--- config.mk ---
export PLATFORM = sky130hd
export DESIGN_NAME = external_memory_bus_ctl
export DESIGN_NICKNAME = d
export VERILOG_FILES = /design/src/external_memory_bus_ctl.v /design/src/pin_sync2.v /design/src/phase_timer.v
export VERILOG_INCLUDE_DIRS = /design/src
export SDC_FILE = /design/constraint.sdc
export NUM_CORES = 1
export LEC_CHECK = 0
export BUFFER_PORTS_ARGS = -buffer_cell sky130_fd_sc_hd__buf_2
export CORE_UTILIZATION = 25
export DETAILED_ROUTE_END_ITERATION = 7
export GPL_ROUTABILITY_DRIVEN = 1
export MAX_ROUTING_LAYER = met4
export PLACE_DENSITY = 0.47
export SYNTH_ARGS = -nofsm -noshare
export SYNTH_HDL_FRONTEND = slang
export SYNTH_SLANG_ARGS = --single-unit
--- constraint.sdc ---
create_clock -name mclk_in -period 2.15 [get_ports mclk_in]
set_input_delay 0.215 -clock mclk_in [delete_from_list [all_inputs] [get_ports mclk_in]]
set_output_delay 0.215 -clock mclk_in [all_outputs]
set_load 0.01 [all_outputs]
--- src/ext_bus_defines.vh ---
// ext_bus_defines.vh: constants of the external memory bus controller
// definitions only; included by bare name from the controller module only
`ifndef EXT_BUS_DEFINES_VH
`define EXT_BUS_DEFINES_VH

// register offsets on the plain register port
`define REG_CTRL_OFS 2'h0
`define REG_STAT_OFS 2'h1

// ext_bus_control fields
`define CTRL_RELEASE_BIT 7
`define CTRL_DELAY_HI 5
`define CTRL_DELAY_LO 4
`define CTRL_WMODE_HI 1
`define CTRL_WMODE_LO 0
`define CTRL_RESET 8'h00
`define CTRL_WR_MASK 8'hB3

// control pin group, bit positions
`define PIN_ALE 0
`define PIN_OE 1
`define PIN_WRL 2
`define PIN_WRH 3
`define PIN_BA0 4
`define PIN_CE 5
`define PIN_LB 6
`define PIN_UB 7
// strobes high, ale and byte address low
`define CTL_IDLE 8'hEE

// write_mode_sel encodings below word mode (1x)
`define WM_BYTE_WRITE 2'h0
`define WM_BYTE_SEL 2'h1

// addr_width_sel encodings
`define AW_8 2'h0
`define AW_12 2'h1
`define AW_16 2'h2
`define AW_20 2'h3

// program memory modes
`define PM_INTERNAL 2'h0
`define PM_EXTERNAL 2'h1
`define PM_SHARED 2'h2

// access kinds
`define ACC_FETCH 2'h0
`define ACC_TBL_RD 2'h1
`define ACC_TBL_WR 2'h2

// timing: one instruction cycle and the clock period, in ns
`define TCY_NS 100
`define CLK_NS 100
`define TCY_CLKS ((`TCY_NS + `CLK_NS - 1) / `CLK_NS)
// data phase floor: output register plus two-flop input sync
`define DATA_MIN_CLKS 4

`endif

--- src/external_memory_bus_ctl.v ---
// external_memory_bus_ctl: multiplexed external memory bus controller
// assumes core requests and register strobes on mclk_in; memory data
// pins are asynchronous and pass a two-flop synchroniser
//
// Summary of operation
// - twenty lines, sixteen shared, eight control
// - control bits: ale oe wrl wrh ba0 ce lb ub
// - internal-only mode ignores control register writes
// - release clear: bus owns pins always, except in internal-only mode
// - release set: pins I/O except accesses, shared mode only
// - control register resets to zero
// - delay field adds zero to three cycles
// - word mode pairs bytes, wrh on odd
// - byte select: byte doubled, wrh plus enable
// - byte write: byte doubled, wrh or wrl
// - write mode ignored in 8-bit width
// - data width setting, set means 16-bit
// - widths fixed by configuration, not software
// - address width frees unused high lines
// - narrow address hides upper data bits
// - byte address output is address lsb
// - byte enables select byte in word
// - 21-bit byte addressing where supported
// - delay only with wait enable, on table reads and writes
// - idle bus: lines floated, strobes inactive
// - byte write strobe chosen by pointer lsb
// - word mode even write only latches
//
// The address-and-strobe port and the address map are this design's own decisions.
`include "ext_bus_defines.vh"

module external_memory_bus_ctl #(
  parameter TW = 4
) (
  input wire mclk_in,
  input wire reset_n_in,
  // configuration, caught while reset is held
  input wire cfg_data16_in,
  input wire [1:0] cfg_addr_width_in,
  input wire cfg_wait_en_in,
  input wire [1:0] cfg_pm_mode_in,
  // core side
  input wire exec_internal_in,
  input wire req_in,
  input wire [1:0] req_kind_in,
  input wire [20:0] table_pointer_in,
  input wire [7:0] table_latch_in,
  output reg busy_out,
  output reg done_out,
  output reg [15:0] rdata_out,
  // register port
  input wire [1:0] reg_addr_in,
  input wire [7:0] reg_wdata_in,
  input wire reg_wr_in,
  input wire reg_rd_in,
  output reg [7:0] reg_rdata_out,
  // memory pins
  input wire [15:0] bus_in,
  output reg [19:0] bus_out,
  output reg [19:0] bus_oe_out,
  output reg [19:0] line_own_out,
  output reg [7:0] ctl_out,
  output reg [7:0] ctl_oe_out
);

  localparam [2:0] ST_IDLE = 3'h0;
  localparam [2:0] ST_ADDR = 3'h1;
  localparam [2:0] ST_DATA = 3'h2;
  localparam [2:0] ST_HOLD = 3'h3;

  // lines that the configured address width keeps on the bus
  function [19:0] line_mask;
    input [1:0] aw;
    begin
      case (aw)
        `AW_8: line_mask = 20'h000FF;
        `AW_12: line_mask = 20'h00FFF;
        `AW_16: line_mask = 20'h0FFFF;
        default: line_mask = 20'hFFFFF;
      endcase
    end
  endfunction

  // data phase length less one, in clocks; cut to the timer width
  function [TW-1:0] phase_len;
    input [1:0] waits;
    reg [31:0] len;
    begin
      len = (`DATA_MIN_CLKS - 1) + waits * `TCY_CLKS;
      phase_len = len[TW-1:0];
    end
  endfunction

  // a data word on the shared lines, address-only lines left low
  function [19:0] data_lines;
    input [7:0] hi;
    input [7:0] lo;
    begin
      data_lines = {4'h0, hi, lo};
    end
  endfunction

  reg [7:0] ctrl_r;
  reg cfg_data16_r;
  reg [1:0] cfg_aw_r;
  reg cfg_wait_en_r;
  reg [1:0] cfg_pm_r;
  reg release_eff_r;
  reg [2:0] state_r;
  reg [2:0] state_nxt;
  reg [1:0] kind_r;
  reg [20:0] ptr_r;
  reg [7:0] wbyte_r;
  reg [7:0] hold_byte_r;
  reg [19:0] bus_nxt;
  reg [19:0] drive_nxt;
  reg [7:0] ctl_nxt;
  reg timer_load;
  reg [TW-1:0] data_len;
  wire timer_zero;
  wire [15:0] bus_sync;
  wire [19:0] aw_mask;
  wire [15:0] data_mask;
  wire is_write;
  wire word_mode;
  wire bus_owned;
  wire req_ok;
  wire [1:0] delay_tcy;
  wire table_op;

  assign aw_mask = line_mask(cfg_aw_r);
  // upper data bits vanish when the address width is narrow
  assign data_mask = (cfg_data16_r ? 16'hFFFF : 16'h00FF) & aw_mask[15:0];
  assign is_write = (kind_r == `ACC_TBL_WR);
  assign word_mode = ctrl_r[`CTRL_WMODE_HI];
  // fetches run at full speed; only table reads and writes wait
  assign table_op = (kind_r != `ACC_FETCH);
  // encodings 11..00 give 0..3 instruction cycles
  assign delay_tcy = (cfg_wait_en_r && table_op) ? ~ctrl_r[`CTRL_DELAY_HI:`CTRL_DELAY_LO] : 2'h0;
  assign req_ok = req_in && (state_r == ST_IDLE) && (cfg_pm_r != `PM_INTERNAL)
                  && (req_kind_in != 2'h3);
  // ownership of the pin group against port and peripheral functions
  assign bus_owned = (cfg_pm_r == `PM_EXTERNAL) ||
                     ((cfg_pm_r == `PM_SHARED) &&
                      (!release_eff_r || (state_r != ST_IDLE)));

  // configuration is caught only while reset is held
  always @(posedge mclk_in) begin
    if (!reset_n_in) begin
      cfg_data16_r <= cfg_data16_in;
      cfg_aw_r <= cfg_addr_width_in;
      cfg_wait_en_r <= cfg_wait_en_in;
      cfg_pm_r <= cfg_pm_mode_in;
    end
  end

  // control register and register reads
  always @(posedge mclk_in) begin
    if (!reset_n_in) begin
      ctrl_r <= `CTRL_RESET;
      reg_rdata_out <= 8'h00;
    end else begin
      if (reg_wr_in && (reg_addr_in == `REG_CTRL_OFS) &&
          (cfg_pm_r != `PM_INTERNAL)) begin
        ctrl_r <= reg_wdata_in & `CTRL_WR_MASK;
      end
      if (reg_rd_in) begin
        case (reg_addr_in)
          `REG_CTRL_OFS: reg_rdata_out <= ctrl_r;
          `REG_STAT_OFS: reg_rdata_out <= {1'b0, cfg_wait_en_r, cfg_aw_r, cfg_data16_r,
                                           bus_owned, release_eff_r, busy_out};
          default: reg_rdata_out <= 8'h00;
        endcase
      end else begin
        reg_rdata_out <= 8'h00;
      end
    end
  end

  // setting release waits until execution is internal; clearing is at once
  always @(posedge mclk_in) begin
    if (!reset_n_in) begin
      release_eff_r <= 1'b0;
    end else begin
      release_eff_r <= ctrl_r[`CTRL_RELEASE_BIT] && (release_eff_r || exec_internal_in);
    end
  end

  pin_sync2 #(
    .W(16)
  ) u_sync (
    .mclk_in(mclk_in),
    .reset_n_in(reset_n_in),
    .pin_in(bus_in),
    .sync_out(bus_sync)
  );

  phase_timer #(
    .W(TW)
  ) u_timer (
    .mclk_in(mclk_in),
    .reset_n_in(reset_n_in),
    .load_in(timer_load),
    .count_in(data_len),
    .zero_out(timer_zero)
  );

  // data phase length less one, in clocks
  always @* begin
    data_len = phase_len(delay_tcy);
  end

  // cycle sequencing: address, data, hold
  always @* begin
    state_nxt = state_r;
    timer_load = 1'b0;
    case (state_r)
      ST_IDLE: begin
        if (req_ok) begin
          state_nxt = ST_ADDR;
        end
      end
      ST_ADDR: begin
        state_nxt = ST_DATA;
        timer_load = 1'b1;
      end
      ST_DATA: begin
        if (timer_zero) begin
          state_nxt = ST_HOLD;
        end
      end
      ST_HOLD: begin
        state_nxt = ST_IDLE;
      end
      default: begin
        state_nxt = ST_IDLE;
      end
    endcase
  end

  always @(posedge mclk_in) begin
    if (!reset_n_in) begin
      state_r <= ST_IDLE;
      kind_r <= `ACC_FETCH;
      ptr_r <= 21'h000000;
      wbyte_r <= 8'h00;
      hold_byte_r <= 8'h00;
      busy_out <= 1'b0;
      done_out <= 1'b0;
      rdata_out <= 16'h0000;
    end else begin
      state_r <= state_nxt;
      done_out <= (state_r == ST_HOLD);
      busy_out <= (state_nxt != ST_IDLE);
      if (req_ok) begin
        kind_r <= req_kind_in;
        ptr_r <= table_pointer_in;
        wbyte_r <= table_latch_in;
      end
      // even word-mode write only fills the holding latch
      if ((state_r == ST_ADDR) && is_write && cfg_data16_r && word_mode &&
          !ptr_r[0]) begin
        hold_byte_r <= wbyte_r;
      end
      if ((state_r == ST_DATA) && timer_zero && !is_write) begin
        rdata_out <= bus_sync & data_mask;
      end
    end
  end

  // pin values for the present state, registered below
  always @* begin
    bus_nxt = 20'h00000;
    drive_nxt = 20'h00000;
    ctl_nxt = `CTL_IDLE;
    case (state_r)
      ST_ADDR: begin
        // word address on the lines, byte lsb on its own pin
        bus_nxt = ptr_r[20:1];
        drive_nxt = aw_mask;
        ctl_nxt[`PIN_ALE] = 1'b1;
        ctl_nxt[`PIN_CE] = 1'b0;
        ctl_nxt[`PIN_BA0] = ptr_r[0];
      end
      ST_DATA, ST_HOLD: begin
        ctl_nxt[`PIN_CE] = 1'b0;
        ctl_nxt[`PIN_BA0] = ptr_r[0];
        if (!is_write) begin
          ctl_nxt[`PIN_OE] = (state_r == ST_HOLD);
          if (cfg_data16_r) begin
            ctl_nxt[`PIN_LB] = 1'b0;
            ctl_nxt[`PIN_UB] = 1'b0;
          end
        end else if (!cfg_data16_r) begin
          // write mode plays no part in 8-bit width
          bus_nxt = data_lines(8'h00, wbyte_r);
          drive_nxt = {4'h0, data_mask};
          ctl_nxt[`PIN_WRL] = (state_r == ST_HOLD);
        end else if (word_mode) begin
          if (ptr_r[0]) begin
            bus_nxt = data_lines(wbyte_r, hold_byte_r);
            drive_nxt = {4'h0, data_mask};
            ctl_nxt[`PIN_WRH] = (state_r == ST_HOLD);
            ctl_nxt[`PIN_LB] = 1'b0;
            ctl_nxt[`PIN_UB] = 1'b0;
          end
        end else if (ctrl_r[`CTRL_WMODE_HI:`CTRL_WMODE_LO] == `WM_BYTE_SEL) begin
          bus_nxt = data_lines(wbyte_r, wbyte_r);
          drive_nxt = {4'h0, data_mask};
          ctl_nxt[`PIN_WRH] = (state_r == ST_HOLD);
          // pointer lsb picks the byte within the word
          ctl_nxt[`PIN_UB] = !ptr_r[0] || (state_r == ST_HOLD);
          ctl_nxt[`PIN_LB] = ptr_r[0] || (state_r == ST_HOLD);
        end else begin
          bus_nxt = data_lines(wbyte_r, wbyte_r);
          drive_nxt = {4'h0, data_mask};
          // one write strobe, chosen by the pointer lsb
          ctl_nxt[`PIN_WRH] = !ptr_r[0] || (state_r == ST_HOLD);
          ctl_nxt[`PIN_WRL] = ptr_r[0] || (state_r == ST_HOLD);
        end
      end
      default: begin
        bus_nxt = 20'h00000;
      end
    endcase
  end

  // pin registers; released lines are left to the port logic
  always @(posedge mclk_in) begin
    if (!reset_n_in) begin
      bus_out <= 20'h00000;
      bus_oe_out <= 20'h00000;
      line_own_out <= 20'h00000;
      ctl_out <= `CTL_IDLE;
      ctl_oe_out <= 8'h00;
    end else begin
      bus_out <= bus_nxt & aw_mask;
      bus_oe_out <= bus_owned ? (drive_nxt & aw_mask) : 20'h00000;
      line_own_out <= bus_owned ? aw_mask : 20'h00000;
      ctl_out <= ctl_nxt;
      ctl_oe_out <= bus_owned ? 8'hFF : 8'h00;
    end
  end

endmodule // external_memory_bus_ctl

--- src/pin_sync2.v ---
// pin_sync2: two-flop synchroniser for a group of pin inputs
// assumes the bits are sampled as a bus, skew handled by phase length
module pin_sync2 #(
  parameter W = 16
) (
  input wire mclk_in,
  input wire reset_n_in,
  input wire [W-1:0] pin_in,
  output reg [W-1:0] sync_out
);

  reg [W-1:0] meta_r;

  always @(posedge mclk_in) begin
    if (!reset_n_in) begin
      meta_r <= {W{1'b0}};
      sync_out <= {W{1'b0}};
    end else begin
      meta_r <= pin_in;
      sync_out <= meta_r;
    end
  end

endmodule // pin_sync2

--- src/phase_timer.v ---
// phase_timer: down counter timing the data phase of a bus cycle
// assumes load is a one-cycle pulse from the owning state machine
module phase_timer #(
  parameter W = 4
) (
  input wire mclk_in,
  input wire reset_n_in,
  input wire load_in,
  input wire [W-1:0] count_in,
  output wire zero_out
);

  reg [W-1:0] cnt_r;

  always @(posedge mclk_in) begin
    if (!reset_n_in) begin
      cnt_r <= {W{1'b0}};
    end else if (load_in) begin
      cnt_r <= count_in;
    end else if (cnt_r != {W{1'b0}}) begin
      cnt_r <= cnt_r - {{(W-1){1'b0}}, 1'b1};
    end
  end

  assign zero_out = (cnt_r == {W{1'b0}});

endmodule // phase_timer

Yosys cells after proc, flatten, opt, wreduce, memory -nomap -nowiden

Index checks and enable logic that the tools add are counted.

Add/sub/neg operators: 2
Equal/unequal tests: 11
Muxes and demuxes: 34
Bitwise logic cells: 7
Reduce and logical (&&, ||, !) cells: 41

Operators by type and width:

| kind                                                                   | number |
|---|---|
| 20-bit 2-to-1 mux                                                      | 6 |
| 20-bit one-hot mux with 2 select lines                                 | 2 |
| 20-bit one-hot mux with 3 select lines                                 | 1 |
| 16-bit 2-to-1 mux                                                      | 3 |
| 20-bit AND                                                             | 2 |
| 16-bit AND                                                             | 2 |
| 2-bit 2-to-1 mux                                                       | 8 |
| 8-bit one-hot mux with 2 select lines                                  | 1 |
| 1-bit logical AND                                                      | 14 |
| 3-bit one-hot mux with 3 select lines                                  | 1 |
| 2-bit by 1-bit equality test with 1-bit output (second input constant) | 4 |
| 4-bit 2-to-1 mux                                                       | 2 |
| 8-bit 2-to-1 mux                                                       | 1 |
| 2-bit AND reduction                                                    | 4 |
| 1-bit 2-to-1 mux                                                       | 7 |
| 2-bit equality test (second input constant)                            | 3 |
| 3-bit by 2-bit equality test with 1-bit output (second input constant) | 2 |
| 3-bit 2-to-1 mux                                                       | 2 |
| 2-bit nonzero test                                                     | 3 |
| 3-bit nonzero test                                                     | 2 |
| 3-bit OR reduction                                                     | 2 |
| 1-bit logical OR                                                       | 5 |
| 2-bit zero test                                                        | 2 |
| 4-bit zero test                                                        | 1 |
| other kinds (12)                                                       | 15 |

Register bits after elaboration: 192
Input port bits: 69

Logic depth before layout (Yosys ltp)

Word-level depth: 9
Depth in mapped cells: 9
Mapped depth without buffers: 6

Modules after synthesis

A second synthesis with hierarchy kept.

Cells, all modules: 599
Area total of the unflattened synthesis: 6010.8 sq um

Modules (own cells, without submodules):

| module                  | instances | cells each | area each (sq um) | sequential area each (sq um) |
|---|---|---|---|---|
| external_memory_bus_ctl | 1         | 509        | 4884.7            | 2402.3 |
| pin_sync2               | 1         | 67         | 895.9             | 640.6 |
| phase_timer             | 1         | 23         | 230.2             | 80.1 |

Least setup slack after synthesis

No wires, ideal clock.

Path type: reg2reg
Start: register u_timer.cnt_r[0]
End: register rdata_out[10]
Arrival time: 1.905 ns
Slack: 0.117 ns
Cell stages (with the launch flop): 10
Path buffers: 3
Clock period less this slack: 2.033 ns
Path through: dfxtp_1 > inv_1 > ha_1 > or3b_1 > clkbuf_1 > or4_1 > clkbuf_1 > buf_2 > nand3_1 > o21ai_0

Cells in the longest elaborated chain, start to end: 3

RTL lines:

| item                           | RTL line                      | RTL |
|---|---|---|
| from (decl)                    | phase_timer.v:13              | `reg [W-1:0] cnt_r;` |
| from (signal assigned)         | phase_timer.v:17              | `cnt_r <= {W{1'b0}};` |
| from (signal assigned)         | phase_timer.v:19              | `cnt_r <= count_in;` |
| from (signal assigned)         | phase_timer.v:21              | `cnt_r <= cnt_r - {{(W-1){1'b0}}, 1'b1};` |
| 4-bit zero test                | phase_timer.v:25              | `assign zero_out = (cnt_r == {W{1'b0}});` |
| 1-bit logical AND (2 in a row) | external_memory_bus_ctl.v:265 | `if ((state_r == ST_DATA) && timer_zero && !is_write) begin` |
| to (signal assigned)           | external_memory_bus_ctl.v:266 | `rdata_out <= bus_sync & data_mask;` |
| to (decl)                      | external_memory_bus_ctl.v:50  | `output reg [15:0] rdata_out,` |

Every way passes these cells.
A chain may end at the register's enable or synchronous reset.

Final worst setup path

Start: register u_timer.cnt_r[0]
End: register rdata_out[1]

The elaborated chain is that of the path after synthesis.

==> out/qor.txt <==
via-per-instance ratio -> 4.13
Post-layout nets -> 817
Die X -> 152 um
CTS Root Buffer Type -> clkbuf_16
core footprint -> 0.0219 mm^2
Slew Limit Fails -> 0
Synth Instances -> 604
total negative setup slack -> 0 ns
CTS max path bufs -> 2
Non-Filler Instances -> 1043
largest net degree at the start of global routing -> 116
Die H -> 152 um
drt drc -> 0
die area -> 0.0230 mm^2
Global Route Usage Sum -> 12.9%
Max Clock Skew -> 0.00974 ns
syn_area_per_cell -> 9.27 um^2
Detailed Place HPWL -> 9.66 mm
Peak VDD IR -> 0.494 mV
Synth async-reset ratio -> 0%
Placed Cells incl. Taps -> 987
Final GP Congestion -> 0.744
share of cells above drive strength 1 -> 28.9%
syn_nets -> 675
antenna violations before repair -> 4
RSZ-0062 raised after global routing -> no
Initial Utilization -> 25.6%
CTS resizes -> 0
Detailed Route Iter0 Violations -> 190
Least-Margin Pin Slew -> 0.705 ns
commonest cells after routing, fill and taps aside -> 166 x buf_2, 147 x dfxtp_1, 71 x nand2_1
IO Port Bufs -> 167
Seq/Total Area, Yosys -> 55.8%
# IOs -> 171
post-synthesis register bit count -> 153
CTS clk-pin slew, worst paths -> 0.07 ns
Worst Setup End Kind -> flip-flop
Lkg Pwr -> 3.13 nW
Critical Path RT -> 2.46 ns
PwrDens -> 906 mW/mm^2
Hold WC Path Type -> in2reg
most used routing layer -> met2
Antenna Nets Post-Route -> 0
post-layout util -> 33.2%
Setup-failing EPs final -> 0
Routed WL per cell -> 13.4 um
max_cap viols -> 0
Post-Synthesis Cell Area -> 0.00560 mm^2
Slew HR -> 52.5%
Yosys cell types -> 44
GRT met3 Usage -> 5.30%
Crit Path Category -> reg2reg
grt met1 use -> 15.5%
first-pass GRT wire length -> 21.4 mm
TritonCTS buffer count -> 17
Std-Cell Rows -> 54
Fmax -> 0.514 GHz
grt ovf -> 0
number of synthesized flops with an enable pin -> 6
Sink Count -> 153
drt first pass iters -> 4
Final min period -> 1.95 ns
fill count -> 2360
main flop type after synthesis -> dfxtp_1
met2 usage -> 19.4%
most common cell after layout, fill and taps aside -> buf_2
Final Hold Fails -> 0
vias post-DR -> 4312
CP Max Fanout -> 32
Syn-to-layout area delta -> 29.8%
WL final -> 14.0 mm
top post-synthesis cells by area -> dfxtp_1 53%, buf_4 5.4%, nand3_1 5.0%
Synth area leader -> dfxtp_1
htree depth -> 4
type of origin of the critical path -> flip-flop
post-synth top area share -> 52.5%
TritonCTS clock tree -> built
Synth Warn # -> 0
clk_lat worst skew -> 0.43 ns
period utilisation layout -> 90.5%
outcome -> finished clean
number of global-route vias before repair -> 3953
Worst Path Arrival -> 2.26 ns
[worst max-delay path, stage by stage (launching register included)]
cell     delay [ns]
dfxtp_1        0.31
inv_1          0.08
ha_1           0.18
or3b_1         0.36
or4_1          0.53
buf_12         0.19
nand3_1        0.08
o21ai_0        0.09
[where the power goes]
group | internal, W | leakage (nW) | switching [W]
clock | 0.00174 | 0.287 | 0.00124
sequential | 0.00296 | 1.26 | 0.0000772
combinational | 0.000277 | 1.59 | 0.000287
[layer usage]
layer	share of wire [%]	vias to the layer above
met5	0	-
met2	44	125
met4	1.4	0
li1	-	2261
met1	47	1908
met3	7.6	18
[timing repair]
item | in CTS | in global routing
endpoints found under the setup margin | 0 | 0
setup buffers | 0 | 0
endpoints found under the hold margin | 20 | 0
hold buffers | 20 | 0
[through the flow]
step	hold slack (ns)	setup slack [ns]	cell area, um^2	total power, W
after CTS	0.00204	0.203	7260	0.00669
after global routing	0.00495	0.0891	7270	0.00691
after floorplan	0.314	0.117	5600	0.00348
final	0.0114	0.205	7270	0.00658
after detailed placement	0.397	0.200	6470	0.00365
after global placement	0.401	0.233	6470	0.00365
[area by class of cell]
type,instances,area (um^2),share of cell area (%)
Sequential cell,153,3120,42.9
Multi-Input combinational cell,363,1980,27.2
Inverter,10,37.5,0.516
Timing Repair Buffer,201,1180,16.2
Clock buffer,21,482,6.62
Antenna cell,4,10.0,0.138
Clock inverter,11,110,1.51
Tap cell,280,350,4.82
[cell families (layout without fill, tap and decap cells)]
group                      count (synthesis)  count (layout)  synth area share, %
AOI/OAI and AO/OA                         89              89                 9.20
buffers and inverters                     88             243                 8.91
other                                      1               5               0.0670
and+or+nand+nor                          248             248                 21.5
adders and majority gates                  2               2                0.447
xor gates and xnor gates                   2               2                0.313
DFF                                      153             153                 55.8
muxes                                     21              21                 3.75
[final timing paths]
kind                                         from                  end  slack, ns  cells past startpoint
worst min-delay path                    bus_in[7]     u_sync.meta_r[7]       0.01                      2
worst max-delay path             u_timer.cnt_r[0]         rdata_out[1]       0.20                      7
worst min register to register  u_sync.meta_r[14]  u_sync.sync_out[14]       0.43                      1
worst max register to register   u_timer.cnt_r[0]         rdata_out[1]       0.20                      7
[cell usage after synthesis, types with 2 or more instances]
master and instances:
ha_1 2, a211oi_1 2, nor3b_1 2, a21oi_1 14
nand2b_1 4, a22oi_1 8, o21ai_0 50, dfxtp_1 147
nor2b_1 5, buf_1 5, nor2_1 48, edfxtp_1 6
nor3_1 9, nand2_1 71, mux2i_1 21, buf_6 2
clkbuf_1 28, or3b_1 2, inv_1 8, buf_4 40
a21o_1 9, buf_2 3, nand3_1 56, or2_2 3
xnor2_1 2, and2_1 37, or3_1 2, and3_1 2
[sequential cells by signal, summed over array words and instances (netlist names), 2 cells and up]
name             count
u_sync.sync_out     16
u_sync.meta_r       16
u_timer.cnt_r        4
state_r              3
bus_out             20
wbyte_r              8
ptr_r               21
rdata_out           16
reg_rdata_out        8
ctl_out              8
hold_byte_r          8
bus_oe_out           4
kind_r               2
line_own_out         4
ctrl_r               5
cfg_pm_r             2
cfg_aw_r             2
(Power assumes the default switching activity.)
